### config.mk
export PLATFORM = sky130hd
export DESIGN_NAME = dac_device_flat
export DESIGN_NICKNAME = d
export VERILOG_FILES = /design/src/dac_link_pkg.sv /design/src/dac_link_if.sv /design/src/dac_device.sv /design/src/flat_wrapper.sv
export SDC_FILE = /design/constraint.sdc
export NUM_CORES = 1
export LEC_CHECK = 0
export BUFFER_PORTS_ARGS = -buffer_cell sky130_fd_sc_hd__clkbuf_2
export CELL_PAD_IN_SITES_DETAIL_PLACEMENT = 1
export CELL_PAD_IN_SITES_GLOBAL_PLACEMENT = 1
export CORE_AREA = 2 2 81 91
export DETAILED_ROUTE_END_ITERATION = 16
export DIE_AREA = 0 0 83 93
export GPL_TIMING_DRIVEN = 0
export PLACE_DENSITY_LB_ADDON = 0.1
export REMOVE_ABC_BUFFERS = 1
export SLEW_MARGIN = 20
export SYNTH_ARGS = -nofsm -noshare
export SYNTH_HDL_FRONTEND = slang
export SYNTH_SLANG_ARGS = --single-unit
### constraint.sdc
create_clock -name pclk -period 3.93 [get_ports pclk]
set_input_delay 0.786 -clock pclk [delete_from_list [all_inputs] [get_ports pclk]]
set_output_delay 0.786 -clock pclk [all_outputs]
set_load 0.05 [all_outputs]
### src/dac_link_pkg.sv
/*
  Shared constants for the dual 8-bit converter serial write link:
  frame layout, operation codes, termination codes and link timing.
  Assumes both ends run on pclk at 20 MHz.
*/
package dac_link_pkg;

  // ----------------------------------------------------------------
  // frame layout
  // ----------------------------------------------------------------
  localparam int FRAME_BITS = 16;
  localparam int CODE_BITS = 8;
  localparam int DATA_BITS = 12;
  localparam int POS_ZERO = 15;
  localparam int POS_CHAN = 14;
  localparam int POS_OP_HI = 13;
  localparam int POS_OP_LO = 12;
  localparam int POS_CODE_MSB = 11;
  localparam int POS_CODE_LSB = 4;
  localparam logic [4:0] FRAME_LAST = 5'h10;

  // ----------------------------------------------------------------
  // operation and termination codes
  // ----------------------------------------------------------------
  typedef enum logic [1:0] {
    OP_LOAD_ONLY = 2'h0,
    OP_LOAD_UPDATE = 2'h1,
    OP_LOAD_BOTH = 2'h2,
    OP_POWER_DOWN = 2'h3
  } op_t;

  typedef enum logic [1:0] {
    TERM_HIZ = 2'h0,
    TERM_2K5 = 2'h1,
    TERM_100K = 2'h2,
    TERM_HIZ_ALT = 2'h3
  } term_t;

  // ----------------------------------------------------------------
  // timing
  // ----------------------------------------------------------------
  localparam int CLK_HZ = 20_000_000;
  localparam int CLK_PERIOD_NS = 50;
  // least frame select high time between frames
  localparam int SYNC_HIGH_NS = 10;
  localparam int SYNC_HIGH_CYC_RAW = (SYNC_HIGH_NS + CLK_PERIOD_NS - 1) / CLK_PERIOD_NS;
  localparam int SYNC_HIGH_CYC = (SYNC_HIGH_CYC_RAW < 1) ? 1 : SYNC_HIGH_CYC_RAW;
  // serial clock half period produced by the host divider
  localparam int SCLK_HALF_CYC = 4;
  // host apb register offsets
  localparam logic [7:0] REG_CMD = 8'h00;
  localparam logic [7:0] REG_STATUS = 8'h04;
  localparam logic [7:0] REG_CTRL = 8'h08;

endpackage : dac_link_pkg

### src/dac_link_if.sv
/*
  Three-wire serial write link between the host and the converter.
  Assumes the bench joins one host end and one device end.
*/
`timescale 1ns/1ps
interface dac_link_if;
  logic sync_n;
  logic sclk;
  logic sdata;

  modport host (output sync_n, output sclk, output sdata);
  modport device (input sync_n, input sclk, input sdata);
endinterface : dac_link_if

### src/dac_device.sv
/*
  Device end of the serial link: frame capture, command decode,
  channel registers, output update and power-down termination.
  Assumes link pins are asynchronous to pclk and sclk well below pclk/4.
*/
// The address map and the APB interface to the registers were chosen for this implementation.
// Function
// - output level equals reference times code over 256
// - frame select low shifts data on sclk falls
// - host never lowers select on sclk fall
// - sixteenth fall captures last bit, executes
// - edges after sixteenth fall are ignored
// - select high between frames; new frame on fall
// - host idles select and data low
// - first bit zero, second picks channel
// - mode bits choose among four operations
// - twelve data bits, msb first, straight binary
// - early select rise discards whole frame
// - reset clears registers, outputs zero
// - mode 11 powers down both channels
// - first two bits choose termination
// - power-down keeps channel register values
// - host idles lines and stops clock
`timescale 1ns/1ps
module dac_device (
  // clock and reset
  input wire logic pclk,
  input wire logic presetn,
  // serial link
  dac_link_if.device link,
  // analog side controls and frame result pulses
  output logic [7:0] code_a,
  output logic [7:0] code_b,
  output logic powered_down,
  output dac_link_pkg::term_t termination,
  output logic frame_done,
  output logic frame_error
);

  typedef struct packed {
    logic [1:0] sync_s;
    logic [1:0] sclk_s;
    logic [1:0] data_s;
    logic sclk_d;
    logic sync_d;
    logic active;
    logic [4:0] count;
    logic [15:0] shift;
    logic [7:0] input_a;
    logic [7:0] input_b;
    logic [7:0] out_a;
    logic [7:0] out_b;
    logic pd;
    dac_link_pkg::term_t term;
    logic done;
    logic err;
  } state_t;

  state_t state_r;
  state_t state_nxt;
  logic sclk_fall;
  logic sync_fall;
  logic sync_rise;
  logic [15:0] word;
  logic [7:0] code;
  dac_link_pkg::op_t op;

  assign sclk_fall = state_r.sclk_d & ~state_r.sclk_s[1];
  assign sync_fall = state_r.sync_d & ~state_r.sync_s[1];
  assign sync_rise = ~state_r.sync_d & state_r.sync_s[1];
  assign word = {state_r.shift[14:0], state_r.data_s[1]};
  // low data bits beyond the code width are dropped
  assign code = word[dac_link_pkg::POS_CODE_MSB:dac_link_pkg::POS_CODE_LSB];
  assign op = dac_link_pkg::op_t'(word[dac_link_pkg::POS_OP_HI:dac_link_pkg::POS_OP_LO]);

  // ----------------------------------------------------------------
  // frame capture and command execution
  // ----------------------------------------------------------------
  always_comb begin
    state_nxt = state_r;
    state_nxt.sync_s = {state_r.sync_s[0], link.sync_n};
    state_nxt.sclk_s = {state_r.sclk_s[0], link.sclk};
    state_nxt.data_s = {state_r.data_s[0], link.sdata};
    state_nxt.sclk_d = state_r.sclk_s[1];
    state_nxt.sync_d = state_r.sync_s[1];
    state_nxt.done = 1'b0;
    state_nxt.err = 1'b0;
    if (sync_fall) begin
      state_nxt.active = 1'b1;
      state_nxt.count = 5'h00;
    end else if (sync_rise && state_r.active) begin
      // partial frame: nothing committed
      state_nxt.active = 1'b0;
      // idle-low select opens an empty frame; only a cut frame is an error
      state_nxt.err = (state_r.count != 5'h00);
    end else if (state_r.active && !state_r.sync_s[1] && sclk_fall) begin
      state_nxt.shift = word;
      state_nxt.count = state_r.count + 5'h01;
      if (state_r.count + 5'h01 == dac_link_pkg::FRAME_LAST) begin
        // later edges fall outside an active frame
        state_nxt.active = 1'b0;
        state_nxt.done = 1'b1;
        if (op == dac_link_pkg::OP_POWER_DOWN) begin
          // registers kept as they are
          state_nxt.pd = 1'b1;
          state_nxt.term = dac_link_pkg::term_t'(word[15:14]);
        end else if (word[dac_link_pkg::POS_ZERO] == 1'b0) begin
          state_nxt.pd = 1'b0;
          case (op)
            dac_link_pkg::OP_LOAD_ONLY: begin
              if (word[dac_link_pkg::POS_CHAN]) state_nxt.input_b = code;
              else state_nxt.input_a = code;
            end
            dac_link_pkg::OP_LOAD_UPDATE: begin
              if (word[dac_link_pkg::POS_CHAN]) begin
                state_nxt.input_b = code;
                state_nxt.out_b = code;
                state_nxt.out_a = state_r.input_a;
              end else begin
                state_nxt.input_a = code;
                state_nxt.out_a = code;
                state_nxt.out_b = state_r.input_b;
              end
            end
            dac_link_pkg::OP_LOAD_BOTH: begin
              state_nxt.input_a = code;
              state_nxt.input_b = code;
              state_nxt.out_a = code;
              state_nxt.out_b = code;
            end
            default: begin
              state_nxt.pd = 1'b1;
            end
          endcase
        end else begin
          state_nxt.err = 1'b1;
        end
      end
    end
  end

  always_ff @(posedge pclk or negedge presetn) begin
    if (!presetn) begin
      state_r <= '0;
      state_r.sync_s <= 2'h3;
      state_r.sync_d <= 1'b1;
    end else begin
      state_r <= state_nxt;
    end
  end

  // level is reference * code / 256, done in the analog string
  assign code_a = state_r.out_a;
  assign code_b = state_r.out_b;
  assign powered_down = state_r.pd;
  assign termination = state_r.term;
  assign frame_done = state_r.done;
  assign frame_error = state_r.err;

endmodule : dac_device

### src/flat_wrapper.sv
// flat-port wrapper written by rule: the top's interface ports become plain ports
module dac_device_flat 
  (pclk, presetn, code_a, code_b, powered_down, termination, frame_done, frame_error, link_sync_n, link_sclk, link_sdata);
  dac_link_if link_i ();
  input wire logic pclk;
  input wire logic presetn;
  output logic [7:0] code_a;
  output logic [7:0] code_b;
  output logic powered_down;
  output dac_link_pkg::term_t termination;
  output logic frame_done;
  output logic frame_error;
  input wire logic [$bits(link_i.sync_n)-1:0] link_sync_n;
  input wire logic [$bits(link_i.sclk)-1:0] link_sclk;
  input wire logic [$bits(link_i.sdata)-1:0] link_sdata;
  assign link_i.sync_n = link_sync_n;
  assign link_i.sclk = link_sclk;
  assign link_i.sdata = link_sdata;
  dac_device u_core (.pclk(pclk), .presetn(presetn), .link(link_i), .code_a(code_a), .code_b(code_b), .powered_down(powered_down), .termination(termination), .frame_done(frame_done), .frame_error(frame_error));
endmodule
## Word level (Yosys, flattened, before mapping)

Index checks and enable logic that the tools add are counted.

- Register bits after elaboration: 67
- Bits in latches: 0
- RAM bits: 0
- Bits in read-only memories: 0
- Input bits: 5
- Output and inout port bits: 21
- Logic and storage cells: 76
- Memories: 0

- Add/subtract/negate cells: 1
- $mul: 0
- Div/mod/pow operators: 0
- $lt $le $gt $ge: 0
- Eq/ne operators: 8
- Shift-type cells: 0
- Mux-type cells: 20
- Bitwise gates (word level): 10
- Reductions and logical operators: 21

Operators by type and width:

| cell | number |
|---|---|
| 16-bit case mux with 2 select lines | 2 |
| 59-bit two-way mux | 1 |
| 57-bit two-way mux | 1 |
| 37-bit two-way mux | 1 |
| 33-bit two-way mux | 1 |
| 32-bit two-way mux | 1 |
| 16-bit two-way mux | 1 |
| 8-bit two-way mux | 2 |
| 8-bit AND reduction | 2 |
| 5-bit AND reduction | 2 |
| 1-bit two-way mux | 7 |
| 1-bit inverter | 7 |
| 7-bit AND reduction | 1 |
| 6-bit two-way mux | 1 |
| 2-bit nonzero test | 3 |
| 3-bit nonzero test | 2 |
| 5-bit by 1-bit adder with 5-bit output, second input constant | 1 |
| 5-bit equality test, second input constant | 1 |
| 5-bit nonzero test | 1 |
| 2-bit equality test, second input constant | 2 |
| 2-bit two-way mux | 2 |
| 2-bit by 1-bit != test with 1-bit output, second input constant | 2 |
| 2-bit != test, second input constant | 2 |
| 2-bit AND reduction | 2 |
| 8 further kinds | 12 |

## Logic depth before layout (Yosys ltp)

Gate-level depths: netlist of run 1.

- Depth after elaboration: 9
- Mapped depth: 6
- Mapped depth without buffers: 5

## Worst setup path after synthesis of run 1

No wires, ideal clock.

- Path type: register -> register
- From: register u_core.state_r[53] (netlist bit)
- To: register u_core.state_r[21] (netlist bit)
- Setup time: 0.125 ns
- Arrival: 2.089 ns
- Required time: 3.805 ns
- Path slack: 1.715 ns
- Cell stages (with the launch flop): 7
- Path buffers: 1
- Period minus slack after synthesis: 2.215 ns
- Cell sequence: dfrtp_1 ha_1 xnor2_1 nand3_1 or4_1 buf_6 mux2_4

- Word-level cells in the longest chain between the ends: 3

RTL lines:

| element | line | source |
|---|---|---|
| start, declared | dac_device.sv:59 | `state_t state_r;` |
| start signal, assigned | dac_device.sv:148 | `state_r <= state_nxt;` |
| 5-bit by 1-bit adder with 5-bit output | dac_device.sv:99 | `if (state_r.count + 5'h01 == dac_link_pkg::FRAME_LAST) begin` |
| 5-bit equality test | dac_device.sv:99 |  |
| 8-bit AND reduction (no line) | -- |  |

Every way passes these cells.
A chain may end at the register's enable or synchronous reset.

## Worst setup path in the final report of run 1

- From: register u_core.state_r[53] (netlist bit)
- To: register u_core.state_r[23] (netlist bit)

Same word-level chain as after synthesis.

==> impl_metrics.ini, run 1 <==
[detailed_routing]
wire_per_inst_um = 16.3
drc = 0
drtAntennaViolNets = 0
first_pass_iters = 4
wl_um = 5600
vias_per_cell = 5.06
drt_iter0_drc = 37
vias = 1739

[timing]
rsz0062_at_grt = false
finalHoldViolCount = 0
tightest_slew_ns = 0.856
layout_min_cycle_time_ns = 2.71
report.final.setup_viol = 0
fmax_mhz = 369
final_max_slew_viol_count = 0
totalNegativeSetupSlack_ns = 0
slew-limit-headroom_pct = 42.7
fin_ws_ns = 1.22
whs_ns = 0.346
finalClockSkew_ns = 0.00772
period_share_pct = 68.9

[outcome]
outcome = complete, no violations

[clocking]
cts-buffers-inserted = 9
htreeDepth = 3
ctsResizeCount = 0
cts_setup_buffers = 0
clockBufferDepth = 2
cts_hold_buffers = 0
clk_pin_slew_ns = 0.07
cts_tree = built
cts_root_buf = clkbuf_8
clk-insertion-delay-late_ns = 0.33
cts.sinks = 66

[critical_path]
path_class = reg2reg
rr_worst_depth = 5
timing.rr.end = u_core.state_r[23]$_DFFE_PN0P_
worst_ep_arrival_time_ns = 2.92
r2r-start = u_core.state_r[53]$_DFFE_PN0P_
crit_fanout = 8
cp-end-kind = flop
crit_path_start_kind = flop
cpPeakStageDelay_ns = 0.85
crit_chain = ha_1, xnor2_1, nand3_1, or4_1, mux2_4
critical_path_buf_inv_count = 0
cp_slowest_cell = or4_1
cp_top_family = simple AND/OR/NAND/NOR gates
required_ns = 4.15
reg2reg_slack_ns = 1.22

[global_routing]
grtUsageMet2_pct = 26.5
gr-usage-met3_pct = 4.68
overflow = 0
grt_start_max_net_pins = 42
grtUsageTotal_pct = 16.2
grt_antenna_before_repair = 0
gr-usage-met1_pct = 20.9
grt_pass1_vias = 1887
busiest_layer = met2
grt_pass1_wl_um = 9720

[finish]
multi_input_area_um2 = 1140
drive_gt1_share_pct = 38.6
areaGrowthSynthToFinish_pct = 10.4
postLayoutCellArea_um2 = 3310
fin_nets = 264
layout_common_cells = dfrtp_1, nand2_1, mux2_2
fin_util_pct = 48.3
diodes = 0
layout_commonest_cell = dfrtp_1
num-fill-cells = 726
regArea_um2 = 1660

[logic_synthesis]
ys_seq_elements = 66
synth_top_area_share_pct = 52.6
yosysTopAreaCell = dfrtp_1
synth.distinct_cells = 31
synthCells = 241
syn_avg_cell_area_um2 = 12.4
syn-cell-area_um2 = 3000
ys_warn_count = 0
netlist_top_cells_area = dfrtp_1, mux2_2, nand2_1
yosysSeqAreaShare_pct = 55.3

[worst_hold_path]
min_from = u_core.state_nxt[64]$_DFF_PN0_
hp-class = reg2reg
hold_depth = 0
min_to = u_core.state_nxt[60]$_DFF_PN0_

[power_and_ir_drop]
vdd_drop_max_uv = 233
p_leak_nw = 1.67
p_per_area_nw_per_um2 = 410

[placed_design]
dpl_worst_slack_ns = 1.13
place_area_um2 = 3080
gp_congestion = 0.710
dp_hpwl_um = 3610
io_buffers = 25

[floorplanning]
ios = 26
fp.dieH_um = 93
dieArea_um2 = 7720
rows = 32
fp.dieW_um = 83
core_area_um2 = 6850
initial_utilization_pct = 43.8

[job]
drv_cap = 0
[worst max path at each step]
stage / from / endpoint / slack (ns) / cells after the start
finish: u_core.state_r[53]$_DFFE_PN0P_ / u_core.state_r[23]$_DFFE_PN0P_ / 1.22 / 5
global route: u_core.state_r[53]$_DFFE_PN0P_ / u_core.state_r[26]$_DFFE_PN0P_ / 1.09 / 5
CTS: u_core.state_r[53]$_DFFE_PN0P_ / u_core.code_a[2]$_DFFE_PN0P_ / 1.11 / 5
detailed placement: u_core.state_r[53]$_DFFE_PN0P_ / u_core.code_a[2]$_DFFE_PN0P_ / 1.13 / 5
global placement: u_core.state_r[53]$_DFFE_PN0P_ / u_core.code_a[1]$_DFFE_PN0P_ / 1.22 / 5
floorplan: u_core.state_r[53]$_DFFE_PN0P_ / u_core.state_r[21]$_DFFE_PN0P_ / 1.60 / 5
[routing by layer]
metal	routed length (um)	vias to the layer above
met5	0	-
met4	72	0
met3	195	8
met2	2650	24
met1	2680	878
li1	-	829
[kinds of logic after synthesis]
kind of cell	Yosys count	synth area share, %
simple gates	67	11.3
compound gates	17	3.68
mux	50	19.8
flops	66	55.3
buf+inv	32	6.68
fa+ha+maj	5	2.09
xor+xnor	4	1.17
[registers in the layout, indices dropped and copies added (netlist names)]
| signal | flops |
|---|---|
| u_core.code | 8 |
| u_core.code_a | 8 |
| u_core.code_b | 8 |
| u_core.frame_done | 1 |
| u_core.frame_error | 1 |
| u_core.op | 2 |
| u_core.powered_down | 1 |
| u_core.state_nxt | 5 |
| u_core.state_r | 30 |
| u_core.termination | 2 |
[Yosys cell counts]
cell / n
a21oi_1: 2
a22o_1: 2
a2bb2oi_2: 1
a31o_2: 1
and4bb_1: 1
buf_2: 1
buf_4: 19
buf_6: 1
clkbuf_1: 4
dfrtp_1: 63
dfstp_2: 3
ha_1: 5
inv_1: 7
mux2_2: 42
mux2_4: 8
nand2_1: 43
nand2b_1: 2
nand3_1: 3
nand4_1: 2
nor2_1: 4
nor2b_1: 3
nor3_1: 1
nor4_1: 1
nor4_4: 2
nor4b_1: 1
o21ai_0: 10
o221ai_1: 1
or2_2: 1
or4_1: 3
xnor2_1: 2
xor2_1: 2
[final cells by class]
type,instances,area share [%]
inverter,7,0.795
timing repair buffer,27,4.81
tap,85,3.22
multi-input combinational,143,34.6
sequential,66,50.1
clock buffer,15,5.64
clock inverter,1,0.908
[stage by stage]
stage	total power, mW	instances
after floorplan	0.735	216
after detailed placement	0.763	327
after global placement	0.758	326
final	1.36	344
after CTS	1.38	343
after global routing	1.41	344
[report_power, final]
| part | switching, mW | internal [mW] |
|---|---|---|
| Sequential | 0.0120 | 0.695 |
| Clock | 0.243 | 0.363 |
| Combinational | 0.0286 | 0.0133 |
Power figures use the tool's default switching activity.
==> inputs of run 2 (changes only) <==
clock period = 2.7 ns   (was 3.93 ns; I/O delays follow)
==> impl_metrics.ini, run 2 (synthesis results as in run 1) <==
[worst_hold_path]
hp-class = in2async

[detailed_routing]
vias_per_cell = 5.07
drt_iter0_drc = 29
vias = 1744
wl_um = 5500
drtAntennaViolNets = 0
drc = 0
first_pass_iters = 4
wire_per_inst_um = 16.0

[finish]
largest_reg_flops = 30
postLayoutCellArea_um2 = 3320
drive_gt1_share_pct = 39.0
layout_common_cells = dfrtp_1, nand2_1, mux2_2
layout_commonest_cell = dfrtp_1
fin_nets = 264
areaGrowthSynthToFinish_pct = 10.8
largest-register = u_core.state_r
diodes = 0

[clocking]
cts_tree = built
cts.sinks = 66
clockBufferDepth = 2
htreeDepth = 3
cts_root_buf = clkbuf_8
cts-buffers-inserted = 9
clk-insertion-delay-late_ns = 0.34
clk_pin_slew_ns = 0.07

[critical_path]
timing.rr.end = u_core.state_r[33]$_DFFE_PN0P_
crit_fanout = 8
cp-end-kind = flop
crit_chain = ha_1, xnor2_1, nand3_1, nor4_4, mux2_2
worst_ep_arrival_time_ns = 2.73
required_ns = 2.92
r2r-start = u_core.state_r[53]$_DFFE_PN0P_
critical_path_buf_inv_count = 0
crit_cells = 5
path_class = reg2reg
crit_start = u_core.state_r[53]$_DFFE_PN0P_
endpoint = u_core.state_r[33]$_DFFE_PN0P_
reg2reg_slack_ns = 0.19
crit_path_start_kind = flop
cpPeakStageDelay_ns = 0.65
cp_top_family = simple AND/OR/NAND/NOR gates
rr_worst_depth = 5
cp_slowest_cell = nor4_4

[timing]
layout_min_cycle_time_ns = 2.51
finalClockSkew_ns = 0.00646
final_max_slew_viol_count = 0
rsz0062_at_grt = false
report.final.setup_viol = 0
period_share_pct = 93.1
tightest_slew_ns = 0.888
slew-limit-headroom_pct = 40.6
fmax_mhz = 398
finalHoldViolCount = 0

[floorplanning]
rows = 32
core_area_um2 = 6850
initial_utilization_pct = 43.8
fp.dieW_um = 83
ios = 26
dieArea_um2 = 7720
fp.dieH_um = 93

[global_routing]
grt_antenna_before_repair = 0
grtUsageTotal_pct = 16.1
grt_start_max_net_pins = 42
grt_pass1_vias = 1892
grt_pass1_wl_um = 9740
overflow = 0

[power_and_ir_drop]
seqPwrFrac_pct = 52.1
total_power_mw = 1.98
power.internal_mw = 1.56
p_per_area_nw_per_um2 = 596
p_leak_nw = 1.67
sw_frac_of_total_pct = 21.0
net-switching-power_mw = 0.416
vdd_drop_max_uv = 280
combPwrFrac_pct = 3.1
pwr-share-clk_pct = 44.8

[job]
drv_cap = 0

[placed_design]
dp_hpwl_um = 3610
io_buffers = 25
place_area_um2 = 3080
gp_congestion = 0.710

[outcome]
outcome = complete, no violations
[run 2: changes by cell type in the layout (fill, tap and decap cells not counted)]
cell    before  now
or4_1        3    2
buf_12       1    2
buf_6        1    0
or4_4        0    1
[run 2: final cells by class]
cell class                 instances  area [um2]
fill                             728        3530
sequential                        66        1660
multi-input combinational        143        1150
clock buffer                      15         186
timing repair buffer              27         168
tap                               85         106
clock inverter                     1        30.0
inverter                           7        26.3
[run 2: metrics by stage]
| stage | utilization [%] | worst slack, ns | setup TNS (ns) | std cells | hold WS (ns) |
|---|---|---|---|---|---|
| after floorplan | - | 0.368 | 0 | 216 | 0.244 |
| after global placement | 44.6 | -0.0114 | -0.146 | 326 | 0.334 |
| after detailed placement | 45.0 | -0.103 | -1.46 | 327 | 0.336 |
| after CTS | 48.4 | 0.000496 | 0 | 344 | 0.150 |
| after global routing | 48.5 | 0.0207 | 0 | 344 | 0.163 |
| final | 48.5 | 0.188 | 0 | 344 | 0.151 |
[run 2: repair_timing]
item | 4_1_cts | 5_1_grt
pin swaps | 1 | 1
buffers inserted | 1 | 0
hold buffers | 0 | 0
endpoints found under the setup margin | 16 | 14
cloned | 0 | 0
resized for setup | 0 | 1
[run 2: worst min-delay path by stage]
stage	startpoint	to	slack (ns)	cells past startpoint
after floorplan	presetn	u_core.code[0]$_DFFE_PN0P_	0.24	0
after global placement	u_core.state_nxt[62]$_DFF_PN0_	u_core.state_r[62]$_DFF_PN0_	0.33	0
after detailed placement	u_core.state_nxt[64]$_DFF_PN0_	u_core.state_nxt[60]$_DFF_PN0_	0.34	0
after CTS	presetn	u_core.state_r[57]$_DFFE_PN0P_	0.15	1
after global routing	presetn	u_core.state_r[28]$_DFFE_PN0P_	0.16	1
final	presetn	u_core.state_nxt[60]$_DFF_PN0_	0.15	1
[run 2: routing by layer]
layer	track usage (%)	vias to the layer above	wire length [um]
met5	0	-	0
met4	4.92	0	63
met3	4.68	6	200
met2	26.2	26	2630
met1	21.1	882	2600
li1	-	830	-
[run 2: power by group through the flow]
stage               clock, mW  sequential [mW]  combinational, mW
floorplan                   0             1.04             0.0264
global placement            0             1.05             0.0570
detailed placement          0             1.05             0.0633
CTS                     0.916             1.03             0.0639
global route            0.955             1.03             0.0713
finish                  0.886             1.03             0.0606
